[src/sca_fifo_note_unused.sv]
// intentionally empty; fifo logic lives in sca_fifo.sv

[src/sca_pkg.sv]
// constants, command type and decode function for the command/address decoder
package sca_pkg;

  localparam int ADDR_W     = 14;
  localparam int BANK_W     = 3;
  localparam int BANKS      = 8;
  localparam int DQ_W       = 16;
  localparam int DM_W       = 2;
  localparam int COL_W      = 10;
  localparam int MR_CNT     = 4;
  localparam int AP_BIT     = 10;
  localparam int BC_BIT     = 12;
  localparam int FIFO_DEPTH = 4;
  localparam int MEM_AW     = 4;
  localparam int MEM_DEPTH  = 16;

  localparam logic [3:0] BURST_FULL = 4'h8;
  localparam logic [3:0] BURST_CHOP = 4'h4;

  // burst length field of mode register zero
  localparam int         BL_LSB = 0;
  localparam logic [1:0] BL_OTF = 2'h1;
  localparam logic [1:0] BL_BC4 = 2'h2;

  // termination fields of mode registers one and two
  localparam int RTT_NOM_B0 = 2;
  localparam int RTT_NOM_B1 = 6;
  localparam int RTT_NOM_B2 = 9;
  localparam int RTT_WR_LSB = 9;

  localparam logic [ADDR_W-1:0] MR_RESET = 14'h0000;
  localparam logic [DQ_W-1:0]   DQ_RESET = 16'h0000;

  // positions inside the synchronised pin vector
  localparam int POS_CKP  = 0;
  localparam int POS_CKN  = 1;
  localparam int POS_CS   = 2;
  localparam int POS_RAS  = 3;
  localparam int POS_CAS  = 4;
  localparam int POS_WE   = 5;
  localparam int POS_BA   = 6;
  localparam int POS_ADDR = 9;
  localparam int POS_ODT  = 23;
  localparam int POS_DQ   = 24;
  localparam int POS_DQSP = 40;
  localparam int POS_DQSN = 41;
  localparam int POS_DM   = 42;
  localparam int PIN_W    = 44;
  // strobes idle high after reset so no command is seen
  localparam logic [PIN_W-1:0] PIN_RST = 44'h000_0000_003C;

  typedef enum logic [7:0] {
    SCA_NOP = 8'h01,
    SCA_MRS = 8'h02,
    SCA_REF = 8'h04,
    SCA_PRE = 8'h08,
    SCA_ACT = 8'h10,
    SCA_WR  = 8'h20,
    SCA_RD  = 8'h40,
    SCA_ZQC = 8'h80
  } sca_cmd_t;

  function automatic sca_cmd_t scaDecode(input logic csN, input logic rasN,
                                         input logic casN, input logic weN);
    sca_cmd_t c;
    c = SCA_NOP;
    if (!csN) begin
      unique case ({rasN, casN, weN})
        3'h0: c = SCA_MRS;
        3'h1: c = SCA_REF;
        3'h2: c = SCA_PRE;
        3'h3: c = SCA_ACT;
        3'h4: c = SCA_WR;
        3'h5: c = SCA_RD;
        3'h6: c = SCA_ZQC;
        3'h7: c = SCA_NOP;
      endcase
    end
    return c;
  endfunction

endpackage

[src/sca_pin_sync.sv]
// three-stage pin synchroniser with agreement filter
`timescale 1ns/1ps
module sca_pin_sync #(
  parameter int           W       = 8,
  parameter logic [W-1:0] RST_VAL = '0
) (
  input  wire logic         clk,
  input  wire logic         rst_n,
  input  wire logic [W-1:0] pinIn,
  output logic      [W-1:0] pinOut
);

  logic [W-1:0] s1_ff;
  logic [W-1:0] s2_ff;
  logic [W-1:0] s3_ff;
  logic [W-1:0] out_ff;

  always_ff @(posedge clk) begin
    if (!rst_n) begin
      s1_ff <= RST_VAL;
      s2_ff <= RST_VAL;
      s3_ff <= RST_VAL;
    end else begin
      s1_ff <= pinIn;
      s2_ff <= s1_ff;
      s3_ff <= s2_ff;
    end
  end

  // a bit changes only once stages two and three agree
  for (genvar i = 0; i < W; i++) begin : gFilt
    always_ff @(posedge clk) begin
      if (!rst_n) begin
        out_ff[i] <= RST_VAL[i];
      end else if (s2_ff[i] == s3_ff[i]) begin
        out_ff[i] <= s3_ff[i];
      end
    end
  end

  assign pinOut = out_ff;

endmodule // sca_pin_sync

[src/sca_fifo.sv]
// small valid/ready fifo for write beats
`timescale 1ns/1ps
module sca_fifo #(
  parameter int W     = 8,
  parameter int DEPTH = 4
) (
  input  wire logic         clk,
  input  wire logic         rst_n,
  input  wire logic         inValid,
  output logic              inReady,
  input  wire logic [W-1:0] inData,
  output logic              outValid,
  input  wire logic         outReady,
  output logic      [W-1:0] outData
);

  localparam int PW = $clog2(DEPTH);

  logic [W-1:0]  mem [DEPTH];
  logic [PW-1:0] wrPtr_ff;
  logic [PW-1:0] rdPtr_ff;
  logic [PW:0]   count_ff;
  logic          doPush;
  logic          doPop;

  assign inReady  = (count_ff < (PW+1)'(DEPTH));
  assign outValid = (count_ff != '0);
  assign outData  = mem[rdPtr_ff];
  assign doPush   = inValid && inReady;
  assign doPop    = outValid && outReady;

  always_ff @(posedge clk) begin
    if (doPush) begin
      mem[wrPtr_ff] <= inData;
    end
  end

  always_ff @(posedge clk) begin
    if (!rst_n) begin
      wrPtr_ff <= '0;
      rdPtr_ff <= '0;
      count_ff <= '0;
    end else begin
      if (doPush) begin
        wrPtr_ff <= (wrPtr_ff == PW'(DEPTH - 1)) ? '0 : wrPtr_ff + PW'(1);
      end
      if (doPop) begin
        rdPtr_ff <= (rdPtr_ff == PW'(DEPTH - 1)) ? '0 : rdPtr_ff + PW'(1);
      end
      count_ff <= count_ff + (PW+1)'(doPush) - (PW+1)'(doPop);
    end
  end

endmodule // sca_fifo

[src/sca_cmd_addr_decode.sv]
// command, address, mask and termination decoding inside the memory device
`timescale 1ns/1ps
module sca_cmd_addr_decode (
  input  wire logic                          clk,
  input  wire logic                          rst_n,
  input  wire logic                          ckPin,
  input  wire logic                          ckPinN,
  input  wire logic                          csPin_n,
  input  wire logic                          rasPin_n,
  input  wire logic                          casPin_n,
  input  wire logic                          wePin_n,
  input  wire logic [sca_pkg::BANK_W-1:0]    bankSelect,
  input  wire logic [sca_pkg::ADDR_W-1:0]    addrPin,
  input  wire logic                          terminationEnable,
  input  wire logic [sca_pkg::DQ_W-1:0]      dqIn,
  input  wire logic                          dqsIn,
  input  wire logic                          dqsInN,
  input  wire logic [sca_pkg::DM_W-1:0]      writeDataMask,
  output logic      [sca_pkg::DQ_W-1:0]      dqOut_ff,
  output logic                               dqOe_ff,
  output logic                               dqsOut_ff,
  output logic                               dqsOutN_ff,
  output logic                               dqsOe_ff,
  output logic                               terminationOn_ff,
  output logic      [sca_pkg::BANKS-1:0]     bankOpen_ff,
  output logic                               cmdStrobe_ff,
  output sca_pkg::sca_cmd_t                  cmdCode_ff,
  output logic      [sca_pkg::BANK_W-1:0]    cmdBank_ff,
  output logic      [sca_pkg::ADDR_W-1:0]    cmdRow_ff,
  output logic      [sca_pkg::COL_W-1:0]     cmdColumn_ff,
  output logic                               autoPrecharge_ff,
  output logic                               burstChopped_ff,
  output logic                               prechargeAll_ff,
  output logic      [sca_pkg::ADDR_W-1:0]    modeRegisterOne_ff,
  output logic      [sca_pkg::ADDR_W-1:0]    modeRegisterTwo_ff,
  output logic                               bufferReady_ff
);

  localparam int FW = sca_pkg::DM_W + sca_pkg::DQ_W + sca_pkg::MEM_AW;

  // ----------------------------------------------------------------------
  // pin synchronisation
  // ----------------------------------------------------------------------
  logic [sca_pkg::PIN_W-1:0] pinRaw;
  logic [sca_pkg::PIN_W-1:0] pinF;

  assign pinRaw = {writeDataMask, dqsInN, dqsIn, dqIn, terminationEnable, addrPin,
                   bankSelect, wePin_n, casPin_n, rasPin_n, csPin_n, ckPinN, ckPin};

  sca_pin_sync #(
    .W       (sca_pkg::PIN_W),
    .RST_VAL (sca_pkg::PIN_RST)
  ) uPinSync (
    .clk    (clk),
    .rst_n  (rst_n),
    .pinIn  (pinRaw),
    .pinOut (pinF)
  );

  logic                       ckP;
  logic                       ckN;
  logic [sca_pkg::BANK_W-1:0] bankF;
  logic [sca_pkg::ADDR_W-1:0] addrF;
  logic                       odtF;
  logic [sca_pkg::DQ_W-1:0]   dqF;
  logic                       dqsP;
  logic                       dqsN;
  logic [sca_pkg::DM_W-1:0]   dmF;
  sca_pkg::sca_cmd_t          cmdNow;

  assign ckP   = pinF[sca_pkg::POS_CKP];
  assign ckN   = pinF[sca_pkg::POS_CKN];
  assign bankF = pinF[sca_pkg::POS_BA +: sca_pkg::BANK_W];
  assign addrF = pinF[sca_pkg::POS_ADDR +: sca_pkg::ADDR_W];
  assign odtF  = pinF[sca_pkg::POS_ODT];
  assign dqF   = pinF[sca_pkg::POS_DQ +: sca_pkg::DQ_W];
  assign dqsP  = pinF[sca_pkg::POS_DQSP];
  assign dqsN  = pinF[sca_pkg::POS_DQSN];
  assign dmF   = pinF[sca_pkg::POS_DM +: sca_pkg::DM_W];
  assign cmdNow = sca_pkg::scaDecode(pinF[sca_pkg::POS_CS], pinF[sca_pkg::POS_RAS],
                                     pinF[sca_pkg::POS_CAS], pinF[sca_pkg::POS_WE]);

  // ----------------------------------------------------------------------
  // differential clock and strobe edges
  // ----------------------------------------------------------------------
  logic ckLvl_ff;
  logic dqsLvl_ff;
  logic ckRise;
  logic ckEdge;
  logic dqsEdge;

  // the level moves only when the pair has crossed
  assign ckRise  = (ckP != ckN) && ckP && !ckLvl_ff;
  assign ckEdge  = (ckP != ckN) && (ckP != ckLvl_ff);
  assign dqsEdge = (dqsP != dqsN) && (dqsP != dqsLvl_ff);

  always_ff @(posedge clk) begin
    if (!rst_n) begin
      ckLvl_ff  <= 1'b0;
      dqsLvl_ff <= 1'b0;
    end else begin
      if (ckP != ckN) begin
        ckLvl_ff <= ckP;
      end
      if (dqsP != dqsN) begin
        dqsLvl_ff <= dqsP;
      end
    end
  end

  // ----------------------------------------------------------------------
  // mode registers
  // ----------------------------------------------------------------------
  logic [sca_pkg::ADDR_W-1:0] modeReg_ff [sca_pkg::MR_CNT];
  logic                       chopNow;
  logic                       rttOn;

  always_ff @(posedge clk) begin
    if (!rst_n) begin
      for (int i = 0; i < sca_pkg::MR_CNT; i++) begin
        modeReg_ff[i] <= sca_pkg::MR_RESET;
      end
    end else if (ckRise && cmdNow == sca_pkg::SCA_MRS) begin
      modeReg_ff[bankF[1:0]] <= addrF;
    end
  end

  assign modeRegisterOne_ff = modeReg_ff[1];
  assign modeRegisterTwo_ff = modeReg_ff[2];

  // fixed chop, or chop on the fly when the chop bit is low
  assign chopNow = (modeReg_ff[0][sca_pkg::BL_LSB +: 2] == sca_pkg::BL_BC4) ||
                   ((modeReg_ff[0][sca_pkg::BL_LSB +: 2] == sca_pkg::BL_OTF) &&
                    !addrF[sca_pkg::BC_BIT]);

  assign rttOn = modeReg_ff[1][sca_pkg::RTT_NOM_B0] || modeReg_ff[1][sca_pkg::RTT_NOM_B1] ||
                 modeReg_ff[1][sca_pkg::RTT_NOM_B2] ||
                 (modeReg_ff[2][sca_pkg::RTT_WR_LSB +: 2] != 2'h0);

  // ----------------------------------------------------------------------
  // termination
  // ----------------------------------------------------------------------
  always_ff @(posedge clk) begin
    if (!rst_n) begin
      terminationOn_ff <= 1'b0;
    end else begin
      terminationOn_ff <= odtF && rttOn;
    end
  end

  // ----------------------------------------------------------------------
  // command capture
  // ----------------------------------------------------------------------
  always_ff @(posedge clk) begin
    if (!rst_n) begin
      cmdStrobe_ff     <= 1'b0;
      cmdCode_ff       <= sca_pkg::SCA_NOP;
      cmdBank_ff       <= '0;
      cmdRow_ff        <= '0;
      cmdColumn_ff     <= '0;
      autoPrecharge_ff <= 1'b0;
      burstChopped_ff  <= 1'b0;
      prechargeAll_ff  <= 1'b0;
    end else begin
      cmdStrobe_ff <= ckRise && (cmdNow != sca_pkg::SCA_NOP);
      if (ckRise && cmdNow != sca_pkg::SCA_NOP) begin
        cmdCode_ff <= cmdNow;
        cmdBank_ff <= bankF;
        if (cmdNow == sca_pkg::SCA_ACT) begin
          cmdRow_ff <= addrF;
        end
        if (cmdNow == sca_pkg::SCA_RD || cmdNow == sca_pkg::SCA_WR) begin
          cmdColumn_ff     <= addrF[sca_pkg::COL_W-1:0];
          autoPrecharge_ff <= addrF[sca_pkg::AP_BIT];
          burstChopped_ff  <= chopNow;
        end
        prechargeAll_ff <= (cmdNow == sca_pkg::SCA_PRE) && addrF[sca_pkg::AP_BIT];
      end
    end
  end

  // ----------------------------------------------------------------------
  // write burst: beats captured on both strobe edges
  // ----------------------------------------------------------------------
  logic                       wrActive_ff;
  logic [3:0]                 wrBeat_ff;
  logic [3:0]                 wrLen_ff;
  logic [sca_pkg::BANK_W-1:0] wrBank_ff;
  logic [2:0]                 wrCol_ff;
  logic                       wrAutoPre_ff;
  logic                       wrDone;
  logic                       fifoInValid;
  logic                       fifoInReady;
  logic [FW-1:0]              fifoInData;
  logic                       fifoOutValid;
  logic                       fifoOutReady;
  logic [FW-1:0]              fifoOutData;

  assign wrDone      = wrActive_ff && dqsEdge && (wrBeat_ff == wrLen_ff - 4'h1);
  // beats with every lane masked are dropped here
  assign fifoInValid = wrActive_ff && dqsEdge && !(&dmF);
  assign fifoInData  = {dmF, dqF, wrBank_ff[0], 3'(wrCol_ff + wrBeat_ff[2:0])};

  always_ff @(posedge clk) begin
    if (!rst_n) begin
      wrActive_ff  <= 1'b0;
      wrBeat_ff    <= 4'h0;
      wrLen_ff     <= sca_pkg::BURST_FULL;
      wrBank_ff    <= '0;
      wrCol_ff     <= 3'h0;
      wrAutoPre_ff <= 1'b0;
    end else if (ckRise && cmdNow == sca_pkg::SCA_WR) begin
      wrActive_ff  <= 1'b1;
      wrBeat_ff    <= 4'h0;
      wrLen_ff     <= chopNow ? sca_pkg::BURST_CHOP : sca_pkg::BURST_FULL;
      wrBank_ff    <= bankF;
      wrCol_ff     <= addrF[2:0];
      wrAutoPre_ff <= addrF[sca_pkg::AP_BIT];
    end else if (wrActive_ff && dqsEdge) begin
      wrBeat_ff <= wrBeat_ff + 4'h1;
      if (wrDone) begin
        wrActive_ff <= 1'b0;
      end
    end
  end

  sca_fifo #(
    .W     (FW),
    .DEPTH (sca_pkg::FIFO_DEPTH)
  ) uWrFifo (
    .clk      (clk),
    .rst_n    (rst_n),
    .inValid  (fifoInValid),
    .inReady  (fifoInReady),
    .inData   (fifoInData),
    .outValid (fifoOutValid),
    .outReady (fifoOutReady),
    .outData  (fifoOutData)
  );

  always_ff @(posedge clk) begin
    if (!rst_n) begin
      bufferReady_ff <= 1'b1;
    end else begin
      bufferReady_ff <= fifoInReady;
    end
  end

  // ----------------------------------------------------------------------
  // storage array, written per unmasked byte lane
  // ----------------------------------------------------------------------
  logic [sca_pkg::DQ_W-1:0]   memArr [sca_pkg::MEM_DEPTH];
  logic [sca_pkg::MEM_AW-1:0] drainIdx;
  logic [sca_pkg::DM_W-1:0]   drainMask;
  logic                       rdActive_ff;

  // draining waits while a read burst owns the array
  assign fifoOutReady = !rdActive_ff;
  assign drainIdx     = fifoOutData[sca_pkg::MEM_AW-1:0];
  assign drainMask    = fifoOutData[FW-1 -: sca_pkg::DM_W];

  always_ff @(posedge clk) begin
    for (int l = 0; l < sca_pkg::DM_W; l++) begin
      if (fifoOutValid && fifoOutReady && !drainMask[l]) begin
        memArr[drainIdx][8*l +: 8] <= fifoOutData[sca_pkg::MEM_AW + 8*l +: 8];
      end
    end
  end

  // ----------------------------------------------------------------------
  // read burst: data and strobe change on the same clock edge
  // ----------------------------------------------------------------------
  logic [3:0]                 rdBeat_ff;
  logic [3:0]                 rdLen_ff;
  logic [sca_pkg::BANK_W-1:0] rdBank_ff;
  logic [2:0]                 rdCol_ff;
  logic                       rdAutoPre_ff;
  logic                       rdDone;

  assign rdDone = rdActive_ff && ckEdge && !(ckRise && (cmdNow == sca_pkg::SCA_RD)) &&
                  (rdBeat_ff == rdLen_ff);

  function automatic logic ckRise_cmdRd();
    return ckRise && (cmdNow == sca_pkg::SCA_RD);
  endfunction

  always_ff @(posedge clk) begin
    if (!rst_n) begin
      rdActive_ff  <= 1'b0;
      rdBeat_ff    <= 4'h0;
      rdLen_ff     <= sca_pkg::BURST_FULL;
      rdBank_ff    <= '0;
      rdCol_ff     <= 3'h0;
      rdAutoPre_ff <= 1'b0;
      dqOut_ff     <= sca_pkg::DQ_RESET;
      dqOe_ff      <= 1'b0;
      dqsOut_ff    <= 1'b0;
      dqsOutN_ff   <= 1'b1;
      dqsOe_ff     <= 1'b0;
    end else if (ckRise_cmdRd()) begin
      rdActive_ff  <= 1'b1;
      rdBeat_ff    <= 4'h0;
      rdLen_ff     <= chopNow ? sca_pkg::BURST_CHOP : sca_pkg::BURST_FULL;
      rdBank_ff    <= bankF;
      rdCol_ff     <= addrF[2:0];
      rdAutoPre_ff <= addrF[sca_pkg::AP_BIT];
      dqOe_ff      <= 1'b1;
      dqsOe_ff     <= 1'b1;
      dqsOut_ff    <= 1'b0;
      dqsOutN_ff   <= 1'b1;
    end else if (rdActive_ff && ckEdge) begin
      if (rdDone) begin
        rdActive_ff <= 1'b0;
        dqOe_ff     <= 1'b0;
        dqsOe_ff    <= 1'b0;
        dqsOut_ff   <= 1'b0;
        dqsOutN_ff  <= 1'b1;
      end else begin
        dqOut_ff   <= memArr[{rdBank_ff[0], 3'(rdCol_ff + rdBeat_ff[2:0])}];
        dqsOut_ff  <= !dqsOut_ff;
        dqsOutN_ff <= dqsOut_ff;
        rdBeat_ff  <= rdBeat_ff + 4'h1;
      end
    end
  end

  // ----------------------------------------------------------------------
  // bank state
  // ----------------------------------------------------------------------
  always_ff @(posedge clk) begin
    if (!rst_n) begin
      bankOpen_ff <= '0;
    end else begin
      if (wrDone && wrAutoPre_ff) begin
        bankOpen_ff[wrBank_ff] <= 1'b0;
      end
      if (rdDone && rdAutoPre_ff) begin
        bankOpen_ff[rdBank_ff] <= 1'b0;
      end
      if (ckRise && cmdNow == sca_pkg::SCA_ACT) begin
        bankOpen_ff[bankF] <= 1'b1;
      end else if (ckRise && cmdNow == sca_pkg::SCA_PRE) begin
        if (addrF[sca_pkg::AP_BIT]) begin
          bankOpen_ff <= '0;
        end else begin
          bankOpen_ff[bankF] <= 1'b0;
        end
      end
    end
  end
endmodule // sca_cmd_addr_decode

[config.mk]
export PLATFORM = sky130hd
export DESIGN_NAME = sca_cmd_addr_decode
export DESIGN_NICKNAME = d
export VERILOG_FILES = /design/src/sca_fifo_note_unused.sv /design/src/sca_pkg.sv /design/src/sca_pin_sync.sv /design/src/sca_fifo.sv /design/src/sca_cmd_addr_decode.sv
export SDC_FILE = /design/constraint.sdc
export NUM_CORES = 1
export LEC_CHECK = 0
export BUFFER_PORTS_ARGS = -buffer_cell sky130_fd_sc_hd__buf_2
export CAP_MARGIN = 5
export CORE_ASPECT_RATIO = 1.75
export CORE_UTILIZATION = 50
export DETAILED_ROUTE_END_ITERATION = 8
export PLACE_DENSITY = 0.68
export SYNTH_ARGS = -nofsm -noshare
export SYNTH_HDL_FRONTEND = slang
export SYNTH_SLANG_ARGS = --single-unit
[constraint.sdc]
create_clock -name clk -period 3.2 [get_ports clk]
set_clock_uncertainty 0.15 [all_clocks]
set_input_delay 0.64 -clock clk [delete_from_list [all_inputs] [get_ports clk]]
set_output_delay 0.64 -clock clk [all_outputs]
set_load 0.01 [all_outputs]
==> flow_results.xml <==
<?xml version="1.0" encoding="UTF-8"?>
<metrics>
  <group name="global_route">
    <metric name="grt.total_usage" unit="">0.207</metric>
    <metric name="antenna_found_initial" unit="">0</metric>
    <metric name="grt_start_max_net_pins" unit="">100</metric>
    <metric name="wire_length_of_the_first_global_routing_pass" unit="µm">77000</metric>
    <metric name="grt_overflow" unit="">0</metric>
    <metric name="grt_pass1_vias" unit="">13900</metric>
  </group>
  <group name="pwr">
    <metric name="power.switching_fraction" unit="">0.231</metric>
    <metric name="seq_power_share" unit="">0.535</metric>
    <metric name="power_per_cell_area" unit="mW/mm²">681</metric>
    <metric name="power_frac_clock" unit="">0.369</metric>
    <metric name="power.leakage" unit="nW">9.66</metric>
    <metric name="ir_drop" unit="mV">0.469</metric>
    <metric name="share_comb_of_total_power" unit="">0.096</metric>
    <metric name="power.net_switching" unit="mW">4.28</metric>
    <metric name="cellInternalPower" unit="mW">14.2</metric>
  </group>
  <group name="floorplan">
    <metric name="fp.coreArea" unit="mm²">0.0468</metric>
    <metric name="pin_count" unit="">143</metric>
    <metric name="floorplan.rows" unit="">105</metric>
    <metric name="die_width" unit="µm">167</metric>
    <metric name="floorplan.initialDensity" unit="">0.507</metric>
    <metric name="chipHeight" unit="µm">290</metric>
    <metric name="floorplan.die_area" unit="mm²">0.0483</metric>
  </group>
  <group name="clocking">
    <metric name="insertion_delay" unit="ns">0.59</metric>
    <metric name="tritoncts_num_sinks" unit="">656</metric>
    <metric name="numCtsBuffers" unit="">55</metric>
    <metric name="ctsHoldBuffers" unit="">0</metric>
    <metric name="cts-resized-gates" unit="">0</metric>
    <metric name="cts.path.max_buffers" unit="">3</metric>
    <metric name="tritoncts" unit="">done</metric>
    <metric name="post_cts_setup_buffer_count" unit="">0</metric>
    <metric name="clock-root-buffer" unit="">sky130_fd_sc_hd__clkbuf_16</metric>
    <metric name="htreeDepth" unit="">2</metric>
    <metric name="clk_pin_slew_worst_paths" unit="ns">0.07</metric>
  </group>
  <group name="placement">
    <metric name="place.detailed.instances" unit="">2355</metric>
    <metric name="place_hpwl" unit="µm">33300</metric>
    <metric name="gpl.final_weighted_congestion" unit="">0.835</metric>
    <metric name="buffer_ports.inserted" unit="">142</metric>
  </group>
  <group name="worst_setup_path">
    <metric name="rrSetupSlack" unit="ns">0.48</metric>
    <metric name="arrival" unit="ns">3.04</metric>
    <metric name="worst_ep_required_time" unit="ns">3.51</metric>
    <metric name="critical_path.startpoint" unit="">uPinSync.pinOut[40]$_SDFFE_PN0N_</metric>
    <metric name="cp-start-kind" unit="">register</metric>
    <metric name="rr_worst_depth" unit="">9</metric>
    <metric name="crit_type" unit="">register to register</metric>
    <metric name="timing.critical_path.to_type" unit="">register</metric>
    <metric name="regToRegStartpoint" unit="">uPinSync.pinOut[40]$_SDFFE_PN0N_</metric>
    <metric name="path_cells" unit="">or3b_2 &gt; a21bo_2 &gt; a211oi_4 &gt; ha_1 &gt; inv_1 &gt; fa_1 &gt; xor2_1 &gt; xnor2_1 &gt; nor2_1</metric>
    <metric name="cp_num_buf_inv" unit="">1</metric>
    <metric name="cp_max_fo" unit="">7</metric>
    <metric name="path_delay_family" unit="">adder cells</metric>
    <metric name="crit_path_top_delay_cell" unit="">sky130_fd_sc_hd__or3b_2</metric>
    <metric name="max_stage_delay" unit="ns">0.48</metric>
    <metric name="r2r_end" unit="">uWrFifo.count_ff[2]$_SDFF_PN0_</metric>
  </group>
  <group name="timing">
    <metric name="timing_max_transition_violations_final" unit="">0</metric>
    <metric name="final.setup.tns" unit="ns">0</metric>
    <metric name="final.min_clock_period" unit="ns">2.72</metric>
    <metric name="fmaxAchievable" unit="GHz">0.367</metric>
    <metric name="tightest_slew" unit="ns">0.745</metric>
    <metric name="setup_viol_count_final" unit="">0</metric>
    <metric name="final.period_utilization" unit="">0.851</metric>
    <metric name="grt_setup_unrepaired" unit="">false</metric>
    <metric name="max-slew-margin-rel" unit="">0.503</metric>
    <metric name="finalHoldViolations" unit="">0</metric>
  </group>
  <group name="flow_run">
    <metric name="timing.max_cap.violations" unit="">0</metric>
  </group>
  <group name="logic_synthesis">
    <metric name="synth_cells" unit="">1650</metric>
    <metric name="synth_top_area_share" unit="">0.474</metric>
    <metric name="synth_seq_cells" unit="">656</metric>
    <metric name="ys_dominant_reg_cell" unit="">sky130_fd_sc_hd__edfxtp_1</metric>
    <metric name="synth_area" unit="mm²">0.0237</metric>
    <metric name="ys_top_cells_by_area" unit="">sky130_fd_sc_hd__edfxtp_1 (47%), sky130_fd_sc_hd__dfxtp_1 (24%), sky130_fd_sc_hd__mux4_2 (8.1%)</metric>
    <metric name="synth_enable_flop_cells" unit="">374</metric>
    <metric name="post_synthesis_async_set_or_reset_flop_share" unit="">0</metric>
    <metric name="synth_cell_types" unit="">61</metric>
    <metric name="synthesis.nets" unit="">1712</metric>
    <metric name="synth.avg_cell_area" unit="µm²">14.4</metric>
    <metric name="yosysWarnings" unit="">0</metric>
    <metric name="synth_largest_area_cell" unit="">sky130_fd_sc_hd__edfxtp_1</metric>
    <metric name="yosysSeqAreaShare" unit="">0.712</metric>
  </group>
  <group name="route">
    <metric name="residual_drc_count" unit="">3</metric>
    <metric name="drt_iter0_drc" unit="">765</metric>
    <metric name="total_number_of_vias" unit="">13300</metric>
    <metric name="average_routed_wire_per_standard_cell" unit="µm">20.1</metric>
    <metric name="vias_per_cell" unit="">5.43</metric>
    <metric name="final_antenna_net_count" unit="">0</metric>
    <metric name="drt_first_pass_iters" unit="">6</metric>
    <metric name="routed_wirelength" unit="µm">49300</metric>
  </group>
  <group name="cells_and_area">
    <metric name="design.final.nets" unit="">1886</metric>
    <metric name="antenna_cells_inserted" unit="">0</metric>
    <metric name="final_layout_size_suffix_gt1_frac" unit="">0.208</metric>
    <metric name="finish.utilization" unit="">0.581</metric>
    <metric name="cell_count_final_fillers_out" unit="">2457</metric>
    <metric name="area.growth.synth_to_final" unit="%">14.6</metric>
  </group>
  <group name="status">
    <metric name="run_status" unit="">finished with violations</metric>
    <metric name="violations" unit="">DRC</metric>
  </group>
  <group name="min_path">
    <metric name="hold_class" unit="">input port to register</metric>
    <metric name="hold_path.startpoint" unit="">wePin_n</metric>
    <metric name="end_point_of_the_worst_hold_path" unit="">uPinSync.s1_ff[5]$_SDFF_PN1_</metric>
    <metric name="hold-path-cell-count" unit="">2</metric>
  </group>
</metrics>
[layout by cell type (no fill, tap or decap), types with 4 or more instances in the layout]
cell and n:
sky130_fd_sc_hd__edfxtp_1 374, sky130_fd_sc_hd__dfxtp_1 282, sky130_fd_sc_hd__nand2_1 186, sky130_fd_sc_hd__and2_1 152, sky130_fd_sc_hd__buf_2 141, sky130_fd_sc_hd__a21oi_1 133, sky130_fd_sc_hd__mux4_2 85, sky130_fd_sc_hd__nor2_1 76
sky130_fd_sc_hd__buf_4 59, sky130_fd_sc_hd__clkbuf_16 56, sky130_fd_sc_hd__o21ai_0 50, sky130_fd_sc_hd__nand3_1 26, sky130_fd_sc_hd__inv_1 23, sky130_fd_sc_hd__nand2b_1 18, sky130_fd_sc_hd__a211o_1 16, sky130_fd_sc_hd__ha_1 12
sky130_fd_sc_hd__xnor2_1 10, sky130_fd_sc_hd__clkbuf_1 10, sky130_fd_sc_hd__nor3_1 9, sky130_fd_sc_hd__or3_1 9, sky130_fd_sc_hd__mux2i_1 9, sky130_fd_sc_hd__clkinv_2 9, sky130_fd_sc_hd__clkinv_1 9, sky130_fd_sc_hd__o211ai_1 8
sky130_fd_sc_hd__a21o_1 7, sky130_fd_sc_hd__bufinv_16 7, sky130_fd_sc_hd__xor2_1 5, sky130_fd_sc_hd__nor2b_1 5, sky130_fd_sc_hd__nand4_1 4, sky130_fd_sc_hd__a31oi_1 4, sky130_fd_sc_hd__o22ai_1 4, sky130_fd_sc_hd__clkinv_4 4
sky130_fd_sc_hd__clkbuf_8 4
[power by group through the flow]
stage / clock network (mW) / registers, mW / logic [mW]
after floorplan: 0 / 10.0 / 1.12
after CTS: 6.97 / 9.91 / 1.84
after detailed placement: 0 / 10.1 / 1.82
after global routing: 7.27 / 9.93 / 1.95
final: 6.83 / 9.90 / 1.77
after global placement: 0 / 10.1 / 1.76
[registers in the layout, summed over array words and instances, names as in the netlist, 4 cells and up, named ones only]
register	flops
memArr	256
uWrFifo.mem	88
uPinSync.pinOut	44
uPinSync.s1_ff	44
uPinSync.s2_ff	44
uPinSync.s3_ff	44
modeReg_ff	30
dqOut_ff	16
cmdRow_ff	14
cmdColumn_ff	10
bankOpen_ff	8
cmdCode_ff	8
rdBeat_ff	4
wrBeat_ff	4
[metrics by stage]
| stage | area (µm²) | worst slack [ns] | hold WS [ns] | power (mW) |
|---|---|---|---|---|
| 4_1_cts | 27200 | 0.454 | 0.0611 | 18.7 |
| 3_5_place_dp | 25300 | 0.472 | 0.251 | 11.9 |
| 2_1_floorplan | 23700 | 0.380 | 0.236 | 11.2 |
| 3_3_place_gp | 25300 | 0.465 | 0.242 | 11.8 |
| 6_report | 27200 | 0.478 | 0.0798 | 18.5 |
| 5_1_grt | 27200 | 0.275 | 0.0796 | 19.1 |
[how the worst max path moves through the flow]
stage	slack [ns]	to	cells after the start
floorplan	0.38	modeReg_ff[2][0]$_SDFFCE_PN0P_	5
global placement	0.46	uWrFifo.count_ff[2]$_SDFF_PN0_	9
detailed placement	0.47	uWrFifo.count_ff[2]$_SDFF_PN0_	9
CTS	0.45	uWrFifo.count_ff[2]$_SDFF_PN0_	9
global route	0.28	modeReg_ff[2][5]$_SDFFCE_PN0P_	6
finish	0.48	uWrFifo.count_ff[2]$_SDFF_PN0_	9
[layout make-up]
cell class	count	area (µm²)
clock buffers	70	1490
clock inverters	32	352
fillers	3691	19600
inverters	24	91.3
multi-input cells	884	6400
flip-flops and latches	656	16900
well taps	588	736
repair buffers	203	1210
[cell families after synthesis]
logic type / Yosys count / synth area share
compound gates: 244 / 0.0597
xor+xnor: 17 / 0.00628
fa+ha+maj: 16 / 0.00940
buf+inv: 110 / 0.0192
flops: 656 / 0.712
mux: 96 / 0.0861
simple gates: 511 / 0.107
[cells in the mapped netlist, drive strengths merged (10+ instances only)]
| cell | count |
|---|---|
| a211o | 16 |
| o21ai | 52 |
| nand3 | 26 |
| ha | 13 |
| nand2b | 19 |
| a21oi | 133 |
| and2 | 152 |
| or3 | 10 |
| nor2 | 76 |
| nand2 | 186 |
| clkbuf | 70 |
| buf | 16 |
| xnor2 | 11 |
| inv | 24 |
| mux4 | 86 |
| edfxtp | 374 |
| dfxtp | 282 |
[layer usage]
layer,wire length [µm],part of all wire,GRT usage,up-vias
li1,-,-,-,6313
met1,17700,0.36,0.217,6650
met2,28100,0.57,0.410,297
met3,2030,0.041,0.0321,82
met4,1420,0.029,0.0707,0
met5,0,0,0,-
Note: power is estimated with default switching activity, not from simulation.
